--- config.mk ---
export PLATFORM = sky130hd
export DESIGN_NAME = log_counters_mode_select
export DESIGN_NICKNAME = d
export VERILOG_FILES = /design/src/hw/log_mode_pkg.sv /design/src/hw/log_counters_mode_select.sv
export VERILOG_INCLUDE_DIRS = /design/src /design/src/hw
export SDC_FILE = /design/constraint.sdc
export NUM_CORES = 1
export LEC_CHECK = 0
export BUFFER_PORTS_ARGS = -buffer_cell sky130_fd_sc_hd__buf_2
export CAP_MARGIN = 0
export CORE_AREA = 2 2 199 201
export CTS_CLUSTER_SIZE = 14
export DETAILED_ROUTE_END_ITERATION = 8
export DIE_AREA = 0 0 201 203
export PLACE_DENSITY = 0.69
export RECOVER_POWER = 50
export REMOVE_ABC_BUFFERS = 1
export SETUP_SLACK_MARGIN = 0.5
export SKIP_CTS_REPAIR_TIMING = 1
export SYNTH_ARGS = -nofsm -noshare
export SYNTH_HDL_FRONTEND = slang
export SYNTH_SLANG_ARGS = --single-unit
--- constraint.sdc ---
create_clock -name clk_i -period 7 [get_ports clk_i]
set_input_delay 1.4 -clock clk_i [delete_from_list [all_inputs] [get_ports clk_i]]
set_output_delay 1.4 -clock clk_i [all_outputs]
set_load 0.02 [all_outputs]
--- src/hw/log_mode_params.svh ---
`ifndef LOG_MODE_PARAMS_SVH
`define LOG_MODE_PARAMS_SVH
`define OP_MODE_SELECT6 8'h15
`define OP_READ6 8'h08
`define OP_READ10 8'h28
`define OP_WRITE6 8'h0A
`define OP_WRITE10 8'h2A
`define OP_WRVERIFY10 8'h2E
`define OP_WRVERIFY16 8'h8E
`define RSV_PAGE_CODE 8'h30
`define RSV_PAGE_LEN 8'h30
`define RSV_PARAM_LEN 8'h2C
`define RSV_LAST_BYTE 6'h33
`define CNT_PAGE_CODE 8'h37
`define CNT_PAGE_LEN 8'h30
`define CNT_PARAM_LEN 8'h2C
`define CNT_LAST_BYTE 6'h33
`define HDR_LEN 8'h04
`define BLKDESC_LEN 8'h08
`define SP_BIT 0
`define SK_ILLEGAL_REQUEST 4'h5
`define ASC_PARAMS_CHANGED 8'h2A
`define HOURS_SECONDS 32'h0000_0E10
`endif

--- src/hw/log_mode_pkg.sv ---
package log_mode_pkg;
    // lifetime counters, kept as one group so they can be saved and restored as a unit
    typedef struct packed {
        logic [31:0] power_on_hours;
        logic [7:0] max_temp;
        logic [7:0] exc_count;
        logic media_exception_flag;
        logic hardware_exception_flag;
        logic [63:0] read_cmds;
        logic [63:0] write_cmds;
        logic [15:0] flash_corr;
    } life_counters_t;
    // command status answer
    typedef struct packed {
        logic done;
        logic check_cond;
        logic [3:0] sense_key;
    } cmd_status_t;
    typedef enum logic [1:0] {ST_IDLE, ST_HDR, ST_BLK, ST_PAGE} parse_state_t;
endpackage : log_mode_pkg

--- src/hw/log_counters_mode_select.sv ---
`timescale 1ns/1ps
`default_nettype none
`include "log_mode_params.svh"

// Overview of operation
// RQ1: reserved page: one zero parameter, 44 bytes
// RQ2: power-on hours big-endian, bytes eight to eleven
// RQ3: byte 28 holds lifetime maximum temperature
// RQ4: byte 31 counts informational exceptions other than warnings, saturating at FFh
// RQ5: exception warnings never add to count
// RQ6: byte 32 media bit7, hardware bit6 flags
// RQ7: eight-byte counter of read 6/10 commands
// RQ8: eight-byte counter of all write-type commands
// RQ9: two-byte flash ECC correction counter
// RQ10: opcode 15h is six-byte mode select
// RQ11: one mode page set for all initiators
// RQ12: page format bit ignored, always paged
// RQ13: save bit zero applies pages, not stored
// RQ14: save bit one stores pages to media
// RQ15: zero list length: no transfer, no error
// RQ16: header, optional block descriptor, then pages
// RQ17: wrong page length gives illegal request
// RQ18: initiator should read changeable values first; the bench model sends its list with no such query
// RQ19: parameters changed attention for other initiators
// RQ20: counters nonvolatile, never cleared by mode select
module log_counters_mode_select #(
    parameter int INIT_W = 3,
    parameter int PAGE_W = 8,
    parameter int SECS_PER_HOUR = 3600
) (
    // clock and reset
    input wire logic clk_i,
    input wire logic rst_i,
    // command descriptor block
    input wire logic cdb_valid_i,
    input wire logic [7:0] cdb_op_i,
    input wire logic [7:0] cdb_b1_i,
    input wire logic [7:0] cdb_b4_i,
    input wire logic [INIT_W-1:0] cdb_init_i,
    // mode select data out bytes
    input wire logic dout_valid_i,
    input wire logic [7:0] dout_byte_i,
    // expected page length for the page code in flight
    output logic [5:0] page_code_o,
    input wire logic [7:0] page_len_exp_i,
    // events and measurements
    input wire logic second_tick_i,
    input wire logic [7:0] temp_i,
    input wire logic ie_event_i,
    input wire logic ie_warning_i,
    input wire logic ie_media_i,
    input wire logic ie_hardware_i,
    input wire logic ecc_corr_i,
    // nonvolatile restore of counters
    input wire logic nv_load_i,
    input wire log_mode_pkg::life_counters_t nv_data_i,
    output log_mode_pkg::life_counters_t life_o,
    // log page byte read
    input wire logic [7:0] log_page_i,
    input wire logic [5:0] log_addr_i,
    output logic [7:0] log_byte_o,
    // mode page byte to the shared set
    output logic mode_we_o,
    output logic [7:0] mode_byte_o,
    output logic save_req_o,
    output logic xfer_req_o,
    // status and attention
    output log_mode_pkg::cmd_status_t status_o,
    output logic [(1<<INIT_W)-1:0] ua_set_o,
    output logic [7:0] ua_asc_o
);
    log_mode_pkg::life_counters_t life_r;
    log_mode_pkg::parse_state_t st_r;
    logic [7:0] remain_r;
    logic [7:0] pos_r;
    logic [7:0] blk_len_r;
    logic [7:0] pg_len_r;
    logic sp_r;
    logic bad_r;
    logic [INIT_W-1:0] init_r;
    logic [$clog2(SECS_PER_HOUR+1)-1:0] sec_cnt_r;
    logic [7:0] log_byte_r;
    logic [5:0] page_code_r;
    logic mode_we_r;
    logic [7:0] mode_byte_r;
    logic save_r;
    logic xfer_r;
    log_mode_pkg::cmd_status_t status_r;
    logic [(1<<INIT_W)-1:0] ua_r;

    // command decode
    wire is_read = cdb_valid_i && (cdb_op_i == `OP_READ6 || cdb_op_i == `OP_READ10);
    wire is_write = cdb_valid_i && (cdb_op_i == `OP_WRITE6 || cdb_op_i == `OP_WRITE10 ||
        cdb_op_i == `OP_WRVERIFY10 || cdb_op_i == `OP_WRVERIFY16);
    wire is_msel = cdb_valid_i && cdb_op_i == `OP_MODE_SELECT6 && st_r == log_mode_pkg::ST_IDLE; // RQ10
    wire hour_done = second_tick_i && sec_cnt_r == ($bits(sec_cnt_r))'(SECS_PER_HOUR - 1);
    wire last_byte = dout_valid_i && remain_r == 8'h01;
    wire [7:0] pos_nxt = pos_r + 8'h01;

    // lifetime counters; restore from nonvolatile copy, never touched by mode select
    always_ff @(posedge clk_i)
    begin
        if (rst_i)
            sec_cnt_r <= '0;
        else if (second_tick_i)
            sec_cnt_r <= hour_done ? '0 : sec_cnt_r + 1'b1; // RQ2
    end

    always_ff @(posedge clk_i)
    begin
        if (rst_i)
            life_r <= '0;
        else if (nv_load_i)
            life_r <= nv_data_i; // RQ20
        else
        begin
            if (hour_done)
                life_r.power_on_hours <= life_r.power_on_hours + 32'h0000_0001; // RQ2
            if (temp_i > life_r.max_temp)
                life_r.max_temp <= temp_i; // RQ3
            // warnings alone do not count; saturate rather than wrap
            if (ie_event_i && !ie_warning_i && life_r.exc_count != 8'hFF)
                life_r.exc_count <= life_r.exc_count + 8'h01; // RQ4 RQ5
            if (ie_event_i && ie_media_i)
                life_r.media_exception_flag <= 1'b1; // RQ6
            if (ie_event_i && ie_hardware_i)
                life_r.hardware_exception_flag <= 1'b1; // RQ6
            if (is_read)
                life_r.read_cmds <= life_r.read_cmds + 64'h1; // RQ7
            if (is_write)
                life_r.write_cmds <= life_r.write_cmds + 64'h1; // RQ8
            if (ecc_corr_i)
                life_r.flash_corr <= life_r.flash_corr + 16'h0001; // RQ9
        end
    end

    // log page byte mux
    logic [7:0] cnt_byte;
    always_comb
    begin
        case (log_addr_i)
            6'h00: cnt_byte = `CNT_PAGE_CODE;
            6'h03: cnt_byte = `CNT_PAGE_LEN;
            6'h07: cnt_byte = `CNT_PARAM_LEN;
            6'h08: cnt_byte = life_r.power_on_hours[31:24]; // RQ2
            6'h09: cnt_byte = life_r.power_on_hours[23:16];
            6'h0A: cnt_byte = life_r.power_on_hours[15:8];
            6'h0B: cnt_byte = life_r.power_on_hours[7:0];
            6'h1C: cnt_byte = life_r.max_temp; // RQ3
            6'h1F: cnt_byte = life_r.exc_count; // RQ4
            6'h20: cnt_byte = {life_r.media_exception_flag, life_r.hardware_exception_flag,
                6'h00}; // RQ6
            6'h21, 6'h22, 6'h23, 6'h24, 6'h25, 6'h26, 6'h27, 6'h28:
                cnt_byte = life_r.read_cmds[8*(6'h28 - log_addr_i) +: 8]; // RQ7
            6'h29, 6'h2A, 6'h2B, 6'h2C, 6'h2D, 6'h2E, 6'h2F, 6'h30:
                cnt_byte = life_r.write_cmds[8*(6'h30 - log_addr_i) +: 8]; // RQ8
            6'h32: cnt_byte = life_r.flash_corr[15:8]; // RQ9
            6'h33: cnt_byte = life_r.flash_corr[7:0];
            default: cnt_byte = 8'h00;
        endcase
    end

    // reserved page: header then all-zero parameter bytes
    logic [7:0] rsv_byte;
    always_comb
    begin
        case (log_addr_i)
            6'h00: rsv_byte = `RSV_PAGE_CODE;
            6'h03: rsv_byte = `RSV_PAGE_LEN;
            6'h07: rsv_byte = `RSV_PARAM_LEN; // RQ1
            default: rsv_byte = 8'h00; // RQ1
        endcase
    end

    wire [7:0] log_sel = (log_page_i == `CNT_PAGE_CODE && log_addr_i <= `CNT_LAST_BYTE) ?
        cnt_byte : (log_page_i == `RSV_PAGE_CODE && log_addr_i <= `RSV_LAST_BYTE) ?
        rsv_byte : 8'h00;

    always_ff @(posedge clk_i)
    begin
        if (rst_i)
            log_byte_r <= 8'h00;
        else
            log_byte_r <= log_sel;
    end

    // mode select parameter list parser; pages go to a single shared set
    always_ff @(posedge clk_i)
    begin
        if (rst_i)
        begin
            st_r <= log_mode_pkg::ST_IDLE;
            remain_r <= 8'h00;
            pos_r <= 8'h00;
            blk_len_r <= 8'h00;
            pg_len_r <= 8'h00;
            sp_r <= 1'b0;
            bad_r <= 1'b0;
            init_r <= '0;
            page_code_r <= 6'h00;
            mode_we_r <= 1'b0;
            mode_byte_r <= 8'h00;
            save_r <= 1'b0;
            xfer_r <= 1'b0;
            status_r <= '0;
            ua_r <= '0;
        end
        else
        begin
            mode_we_r <= 1'b0;
            status_r <= '0;
            ua_r <= '0;
            save_r <= 1'b0;
            xfer_r <= 1'b0;
            case (st_r)
                log_mode_pkg::ST_IDLE:
                    if (is_msel)
                    begin
                        sp_r <= cdb_b1_i[`SP_BIT]; // RQ12
                        init_r <= cdb_init_i;
                        bad_r <= 1'b0;
                        pos_r <= 8'h00;
                        remain_r <= cdb_b4_i;
                        if (cdb_b4_i == 8'h00)
                            status_r.done <= 1'b1; // RQ15
                        else
                        begin
                            xfer_r <= 1'b1;
                            st_r <= log_mode_pkg::ST_HDR;
                        end
                    end
                log_mode_pkg::ST_HDR:
                    if (dout_valid_i)
                    begin
                        remain_r <= remain_r - 8'h01;
                        pos_r <= pos_nxt;
                        if (pos_r == 8'h03)
                        begin
                            blk_len_r <= dout_byte_i;
                            // at most one descriptor, eight bytes
                            if (dout_byte_i != 8'h00 && dout_byte_i != `BLKDESC_LEN)
                                bad_r <= 1'b1; // RQ16
                            pos_r <= 8'h00;
                            st_r <= (dout_byte_i != 8'h00) ? log_mode_pkg::ST_BLK :
                                log_mode_pkg::ST_PAGE; // RQ16
                        end
                    end
                log_mode_pkg::ST_BLK:
                    if (dout_valid_i)
                    begin
                        remain_r <= remain_r - 8'h01;
                        pos_r <= pos_nxt;
                        if (pos_nxt == blk_len_r)
                        begin
                            pos_r <= 8'h00;
                            st_r <= log_mode_pkg::ST_PAGE;
                        end
                    end
                log_mode_pkg::ST_PAGE:
                    if (dout_valid_i)
                    begin
                        remain_r <= remain_r - 8'h01;
                        pos_r <= pos_nxt;
                        mode_byte_r <= dout_byte_i;
                        mode_we_r <= !bad_r; // RQ11 RQ13
                        if (pos_r == 8'h00)
                            page_code_r <= dout_byte_i[5:0];
                        if (pos_r == 8'h01)
                        begin
                            pg_len_r <= dout_byte_i;
                            if (dout_byte_i != page_len_exp_i)
                                bad_r <= 1'b1; // RQ17
                        end
                        if (pos_r > 8'h01 && pos_nxt == pg_len_r + 8'h02)
                            pos_r <= 8'h00;
                    end
                default: st_r <= log_mode_pkg::ST_IDLE;
            endcase
            // end of list closes the command
            if (st_r != log_mode_pkg::ST_IDLE && last_byte)
            begin
                st_r <= log_mode_pkg::ST_IDLE;
                status_r.done <= 1'b1;
                if (bad_r || (st_r == log_mode_pkg::ST_PAGE && pos_r == 8'h01 &&
                    dout_byte_i != page_len_exp_i))
                begin
                    status_r.check_cond <= 1'b1; // RQ17
                    status_r.sense_key <= `SK_ILLEGAL_REQUEST;
                end
                else
                begin
                    save_r <= sp_r; // RQ14
                    ua_r <= ~({{((1<<INIT_W)-1){1'b0}}, 1'b1} << init_r); // RQ19
                end
            end
        end
    end

    // outputs
    assign page_code_o = page_code_r;
    assign life_o = life_r;
    assign log_byte_o = log_byte_r;
    assign mode_we_o = mode_we_r;
    assign mode_byte_o = mode_byte_r;
    assign save_req_o = save_r;
    assign xfer_req_o = xfer_r;
    assign status_o = status_r;
    assign ua_set_o = ua_r;
    assign ua_asc_o = `ASC_PARAMS_CHANGED; // RQ19

    a_warn_no_count: assert property (@(posedge clk_i) disable iff (rst_i)
        (ie_warning_i && !nv_load_i) |=> $stable(life_r.exc_count)) // RQ5
        else $error("warning changed exception count");
    a_read_count: assert property (@(posedge clk_i) disable iff (rst_i)
        (is_read && !nv_load_i) |=> life_r.read_cmds == $past(life_r.read_cmds) + 64'h1) // RQ7
        else $error("read counter missed");
    a_write_count: assert property (@(posedge clk_i) disable iff (rst_i)
        (is_write && !nv_load_i) |=> life_r.write_cmds == $past(life_r.write_cmds) + 64'h1) // RQ8
        else $error("write counter missed");
    a_ecc_count: assert property (@(posedge clk_i) disable iff (rst_i)
        (ecc_corr_i && !nv_load_i) |=> life_r.flash_corr != $past(life_r.flash_corr)) // RQ9
        else $error("ecc counter missed");
    a_max_temp: assert property (@(posedge clk_i) disable iff (rst_i)
        !nv_load_i |=> life_r.max_temp >= $past(temp_i)) // RQ3
        else $error("max temperature below sample");
    a_zero_len: assert property (@(posedge clk_i) disable iff (rst_i)
        (is_msel && cdb_b4_i == 8'h00) |=> status_r.done && !xfer_r && !status_r.check_cond) // RQ15
        else $error("zero length mishandled");
    a_media_flag: assert property (@(posedge clk_i) disable iff (rst_i)
        (ie_event_i && ie_media_i && !nv_load_i) |=> life_r.media_exception_flag) // RQ6
        else $error("media flag not set");
    a_ua_issuer: assert property (@(posedge clk_i) disable iff (rst_i)
        ua_r != '0 |-> !ua_r[init_r] && !status_r.check_cond) // RQ19
        else $error("attention sent to issuer");
endmodule : log_counters_mode_select
`default_nettype wire

==> key figures, run 1 <==
Critical path
  • Endpoint type of the worst setup path: flip-flop
  • Highest net fanout along the worst path: 111
  • Arrival time of data at the critical path endpoint: 5650 ps
  • Required time worst endpoint: 7400 ps
  • Startpoint type of the worst setup path: primary input
  • Type of the worst setup path: primary input to flip-flop

Placed design
  • Port bufs: approximately 500
  • Final weighted congestion in routability-driven placement: ~0.94
  • DP HPWL: between 40000 and 50000 um
  • Standard cell area after detailed placement: slightly below 20000 um^2

Global route
  • Maximum number of pins on one net before global-route repair: between 150 and 200
  • Initial antenna violation count: 9
  • Global Route Usage Sum: 0.294
  • Global-route wire length before repair: 94900 um
  • Grt total ovfl: 0
  • Vias in the first global route: 15985

Synth
  • Yosys synthesis warning count: 0
  • Prevailing post-synth register cell: sky130_fd_sc_hd__dfxtp_1
  • Post-synthesis async set-or-reset flop share: 0
  • Top cell type by total area after synthesis: sky130_fd_sc_hd__dfxtp_1
  • Mapped Avg Cell Area: between 8 and 9 um^2
  • Main area contributors after synthesis: sky130_fd_sc_hd__dfxtp_1 34%, sky130_fd_sc_hd__nor2_1 6.6%, sky130_fd_sc_hd__xor2_1 6.3%
  • Number of enable-type register cells in the synthesized netlist: 0
  • Unique masters post-synth: 78
  • Number of synthesized register bits: 280
  • Number of instances in the synthesized netlist: between 2000 and 2500
  • Combined area of all synthesized cells: ~17000 um^2
  • Sequential fraction of the synthesis area: 0.337
  • Share of the synthesized area in the top cell type: 0.337

Finish
  • Number of nets in the finished design: around 2700
  • Most common library cell in the layout ignoring fill and taps: sky130_fd_sc_hd__buf_2
  • Layout overhead on the synthesized area: 22.3%
  • Proportion of layout cells with a drive suffix above 1: 0.186
  • Top library cells by usage in the layout, fill and taps aside: 314 x sky130_fd_sc_hd__buf_2, 294 x sky130_fd_sc_hd__nor2_1, 280 x sky130_fd_sc_hd__dfxtp_1
  • Layout fillers: ~3800
  • Final standard cell area without fillers: roughly 20000 um^2

Power and ir drop
  • Power density normalized to cell area: around 220 nW/um^2
  • Worst IR drop on VDD: roughly 160 uV
  • Static leakage power: between 8 and 9 nW
  • Total power consumption of the routed design: 0.00447 W

Clocking
  • Sink count of the clock tree: 280
  • Worst-path clk slew: about 60 ps
  • Root Buffer Master: sky130_fd_sc_hd__clkbuf_16
  • Number of buffers added by the clock tree synthesis step: 36
  • Source-to-sink clock delay at the later pin of the worst-skew pair: approximately 540 ps
  • Maximum root-to-sink buffer count: 3
  • TritonCTS clock tree: yes
  • Number of H-tree branching levels: 2

Die
  • Core Region: 38500 um^2
  • Top-Level Pins: 511
  • Initial core utilization: 0.432
  • Area of the die: 40800 um^2
  • Die extent in x: around 200 um
  • Num rows: approximately 70
  • Vertical die dimension: between 200 and 250 um

Min path
  • Type of the tightest min-delay check: flip-flop to flip-flop

Timing
  • Portion of the clock cycle consumed by the worst path in the final layout: 0.749
  • Setup TNS: 0 ps
  • Final number of hold-violating endpoints: 0
  • Worst Hold Margin: ~430 ps
  • Final Max Tran Viols: ~310
  • Worst slew margin relative to its limit: -0.828
  • Slew at the pin with the worst max-slew slack: between 2000 and 3000 ps
  • Final Setup Violations: 0
  • Max Clock Skew: 14.4 ps
  • Unrepaired setup endpoints after global routing: false
  • Time the final worst path needs with I/O delays and setup: 5240 ps
  • Maximum clock frequency: 0.191 GHz

Flow run
  • Max cap viols: 4

Detailed routing
  • Detailed-routing iteration count for the pre-antenna-repair pass: 7
  • Final wirelength: 62400 um
  • Vias: about 17000
  • Via count normalized by instance count: between 5 and 6
  • Wire length per cell: between 20 and 25 um
  • Number of nets still failing antenna checks after routing: 0
  • Detailed-route DRC error count: 0
  • Count of routing violations after the opening detailed-route iteration: roughly 1400

Run status
  • Failing checks: max-capacitance violations, max-slew violations
  • Run status: finished, violations left
-- state kept, by name, indices dropped and copies added, names as in the netlist --
register,flops
pos_r,8
log_byte_o,8
page_code_o,6
mode_we_o,1
remain_r,8
sp_r,1
bad_r,1
ua_set_o,8
init_r,3
save_req_o,1
sec_cnt_r,12
xfer_req_o,1
st_r,2
pg_len_r,8
blk_len_r,8
mode_byte_o,8
status_o,2
life_o,194
-- cell type report --
| class | count | area, um^2 | area share |
|---|---|---|---|
| sequential | 280 | 5610 | 0.276 |
| timing repair buffer | 501 | 2300 | 0.113 |
| antenna | 11 | 27.5 | 0.00135 |
| tap | 518 | 648 | 0.0319 |
| clock buffer | 52 | 1100 | 0.0542 |
| multi-input combinational | 1553 | 10300 | 0.507 |
| clock inverter | 12 | 148 | 0.00726 |
| inverter | 50 | 195 | 0.00960 |
-- metrics by stage --
stage,utilization,worst slack [ps],cells
2_1_floorplan,-,502,1883
3_3_place_gp,0.502,2430,2902
3_5_place_dp,0.502,2380,2902
4_1_cts,0.535,2940,2966
5_1_grt,0.528,1470,2970
6_report,0.529,1760,2977
-- synthesized netlist by cell type (all sizes together) (8+ instances only) --
library cell	n
and4	21
buf	23
a21oi	111
mux2	17
nor2	294
dfxtp	280
o22ai	8
a222oi	8
xnor2	87
and3	44
mux4	32
nand2	173
xor2	119
nand4	68
clkbuf	111
a22oi	12
o21ai	36
nand3	93
or4	8
or3	18
nor3	40
a31oi	15
and2	18
a221oi	9
nor2b	12
nor4	33
ha	29
mux2i	76
a211oi	84
inv	49
-- cells by family after synthesis --
group / count (synthesis) / share of synthesized area
AO/OA/AOI/OAI: 329 / 0.130
XOR/XNOR: 207 / 0.110
adder cells (fa/ha/maj): 29 / 0.0218
buffers and inverters: 184 / 0.0451
flip-flops: 280 / 0.337
multiplexers: 125 / 0.101
other: 2 / 0.000452
AND/OR/NAND/NOR: 853 / 0.255
-- critical path, cell delays in order --
cell,delay [ps]
sky130_fd_sc_hd__clkbuf_2,1510
sky130_fd_sc_hd__clkbuf_2,1890
sky130_fd_sc_hd__or2_0,560
sky130_fd_sc_hd__nor2_1,100
-- worst paths after layout --
| check | startpoint | end | slack, ps | cells past startpoint |
|---|---|---|---|---|
| setup / recovery | rst_i | sec_cnt_r[8]$_SDFFE_PP0P_ | 1760 | 4 |
| hold / removal | sp_r$_SDFFE_PP0P_ | save_req_o$_SDFF_PP0_ | 430 | 2 |
| setup reg to reg | life_o[26]$_SDFFE_PP0P_ | life_o[57]$_SDFFE_PP0P_ | 3420 | 7 |
| hold reg to reg | sp_r$_SDFFE_PP0P_ | save_req_o$_SDFF_PP0_ | 430 | 2 |
-- per-layer routing --
metal | GRT usage | vias to the layer above | wire (um)
met4 | 0.108 | 4 | 1950
met5 | 0 | - | 23
li1 | - | 8036 | -
met3 | 0.0507 | 119 | 4900
met2 | 0.484 | 735 | 29200
met1 | 0.387 | 8202 | 26300
-- report_power, final --
| group | switching [W] | leakage [nW] | internal [W] |
|---|---|---|---|
| Sequential | 0.000142 | 2.30 | 0.00167 |
| Clock | 0.000746 | 0.617 | 0.00120 |
| Combinational | 0.000427 | 5.31 | 0.000275 |
Power figures use the tool's default switching activity.
==> run 2: changes to the inputs <==
- CORE_AREA: 2 2 199 201 -> 2 2 197 199
- DIE_AREA: 0 0 201 203 -> 0 0 199 201
- PLACE_DENSITY: 0.69 -> 0.73
- clock period: 7 -> 4.2 ns (I/O delays scaled with it)
==> run 2 against run 1 <==
  * The flow still finishes with violations (max-capacitance violations, max-slew violations)
  * Flip-flop and latch count did not move
  * Global-route usage rose by 0.89 points
  * Non-clock buffer count rose by 12
  * Power rose by 65%
  * Sequential power rose by 66%
  * First-iteration DRC count rose by 7.0%
  * Critical path depth fell by 1
  * Register-to-register slack got worse by 2300 ps
  * Critical path type unchanged
  * Largest cell class unchanged
==> key figures, run 2 (same netlist as run 1, synthesis figures left out) <==
Die
  • Initial core utilization: 0.436
  • Num rows: between 70 and 80
  • Vertical die dimension: about 200 um
  • Top-Level Pins: 511
  • Area of the die: approximately 40000 um^2
  • Die extent in x: just under 200 um
  • Core Region: 38100 um^2

Run status
  • Run status: finished, violations left
  • Failing checks: max-capacitance violations, max-slew violations

Detailed routing
  • Vias: approximately 17000
  • Count of routing violations after the opening detailed-route iteration: approximately 1500
  • Detailed-routing iteration count for the pre-antenna-repair pass: 6
  • Via count normalized by instance count: just under 6
  • Detailed-route DRC error count: 0
  • Number of nets still failing antenna checks after routing: 0
  • Wire length per cell: between 20 and 25 um
  • Final wirelength: between 60000 and 70000 um

Timing
  • Max Clock Skew: about 15 ps
  • Worst slew margin relative to its limit: -0.764
  • Final Setup Violations: 0
  • Time the final worst path needs with I/O delays and setup: around 3400 ps
  • Setup TNS: 0 ps
  • Final Max Tran Viols: about 120
  • Final number of hold-violating endpoints: 0
  • Maximum clock frequency: around 0.30 GHz
  • Slew at the pin with the worst max-slew slack: 2650 ps
  • Unrepaired setup endpoints after global routing: false
  • Portion of the clock cycle consumed by the worst path in the final layout: 0.801

Finish
  • Layout overhead on the synthesized area: 22.4%
  • Most common library cell in the layout ignoring fill and taps: sky130_fd_sc_hd__nor2_1
  • Proportion of layout cells with a drive suffix above 1: 0.177
  • Top library cells by usage in the layout, fill and taps aside: 294 x sky130_fd_sc_hd__nor2_1, 284 x sky130_fd_sc_hd__buf_2, 280 x sky130_fd_sc_hd__dfxtp_1
  • Layout fillers: between 3000 and 4000
  • Number of flip-flops under the largest register name: 194
  • Final standard cell area without fillers: 20400 um^2
  • Number of nets in the finished design: approximately 2700

Critical path
  • Endpoint type of the worst setup path: flip-flop
  • Startpoint type of the worst setup path: primary input
  • Type of the worst setup path: primary input to flip-flop
  • Crit-path cells: clkbuf_2, clkbuf_1, nor2_1
  • Arrival time of data at the critical path endpoint: ~3700 ps
  • Highest net fanout along the worst path: between 50 and 60
  • Required time worst endpoint: 4500 ps
  • Biggest cell delay along the critical path: just under 2000 ps
  • Max stage delay cell, worst path: sky130_fd_sc_hd__clkbuf_1

Global route
  • Grt total ovfl: 0
  • Vias in the first global route: around 16000
  • Global Route Usage Sum: 0.303
  • Maximum number of pins on one net before global-route repair: 158
  • Initial antenna violation count: 12
  • Global-route wire length before repair: ~95000 um

Clocking
  • Number of buffers added by the clock tree synthesis step: 36
  • TritonCTS clock tree: yes
  • Source-to-sink clock delay at the later pin of the worst-skew pair: about 530 ps
  • Number of H-tree branching levels: 2
  • Root Buffer Master: sky130_fd_sc_hd__clkbuf_16
  • Sink count of the clock tree: 280
  • Worst-path clk slew: about 60 ps
  • Maximum root-to-sink buffer count: 3

Placed design
  • Port bufs: 493
  • DP HPWL: 47700 um
  • Standard cell area after detailed placement: 19400 um^2
  • Final weighted congestion in routability-driven placement: about 0.96

Power and ir drop
  • Total power consumption of the routed design: 0.00737 W
  • Static leakage power: 8.16 nW
  • Worst IR drop on VDD: approximately 270 uV
  • Power density normalized to cell area: between 300 and 400 nW/um^2

Min path
  • Type of the tightest min-delay check: flip-flop to flip-flop

Flow run
  • Max cap viols: 2
==> run 2: worst paths after layout <==
check	start	end	slack, ps	cells past startpoint
worst max-delay path	rst_i	life_o[26]$_SDFFE_PP0P_	840	3
worst min register to register	sp_r$_SDFFE_PP0P_	save_req_o$_SDFF_PP0_	440	2
worst min-delay path	sp_r$_SDFFE_PP0P_	save_req_o$_SDFF_PP0_	440	2
worst max register to register	life_o[27]$_SDFFE_PP0P_	life_o[69]$_SDFFE_PP0P_	1120	8
==> run 2: stage by stage <==
step	hold WS, ps	setup WS (ps)	utilization	std cells
after floorplan	408	-1740	-	1883
after global placement	413	673	0.510	2914
after detailed placement	427	621	0.510	2914
after CTS	438	1160	0.541	2976
after global routing	459	597	0.534	2983
final	439	836	0.534	2984
==> run 2: cell type report <==
cell class / instances / area, um^2 / area share
Multi-Input combinational cell: 1553 / 10300 / 0.506
Tap cell: 518 / 648 / 0.0318
Inverter: 50 / 195 / 0.00958
Antenna cell: 8 / 20.0 / 0.000983
Clock inverter: 15 / 183 / 0.00897
Timing Repair Buffer: 513 / 2390 / 0.117
Clock buffer: 47 / 1010 / 0.0498
Sequential cell: 280 / 5610 / 0.275
==> run 2: where the power goes <==
| part | internal (W) | leakage, nW | switching, W |
|---|---|---|---|
| combinational | 0.000457 | 5.28 | 0.000719 |
| clock | 0.00194 | 0.586 | 0.00122 |
| sequential | 0.00279 | 2.30 | 0.000239 |
| total | 0.00519 | 8.16 | 0.00218 |
==> run 2: critical path, delay by kind of cell <==
kind                   cells  cell delay (ps)
buffers and inverters      2             2580
and+or+nand+nor            1              180
==> run 2: metal layers <==
metal  GRT usage  wire, um
met1       0.399     25500
met2       0.481     29000
met3      0.0575      5430
met4       0.135      2530
met5           0        38
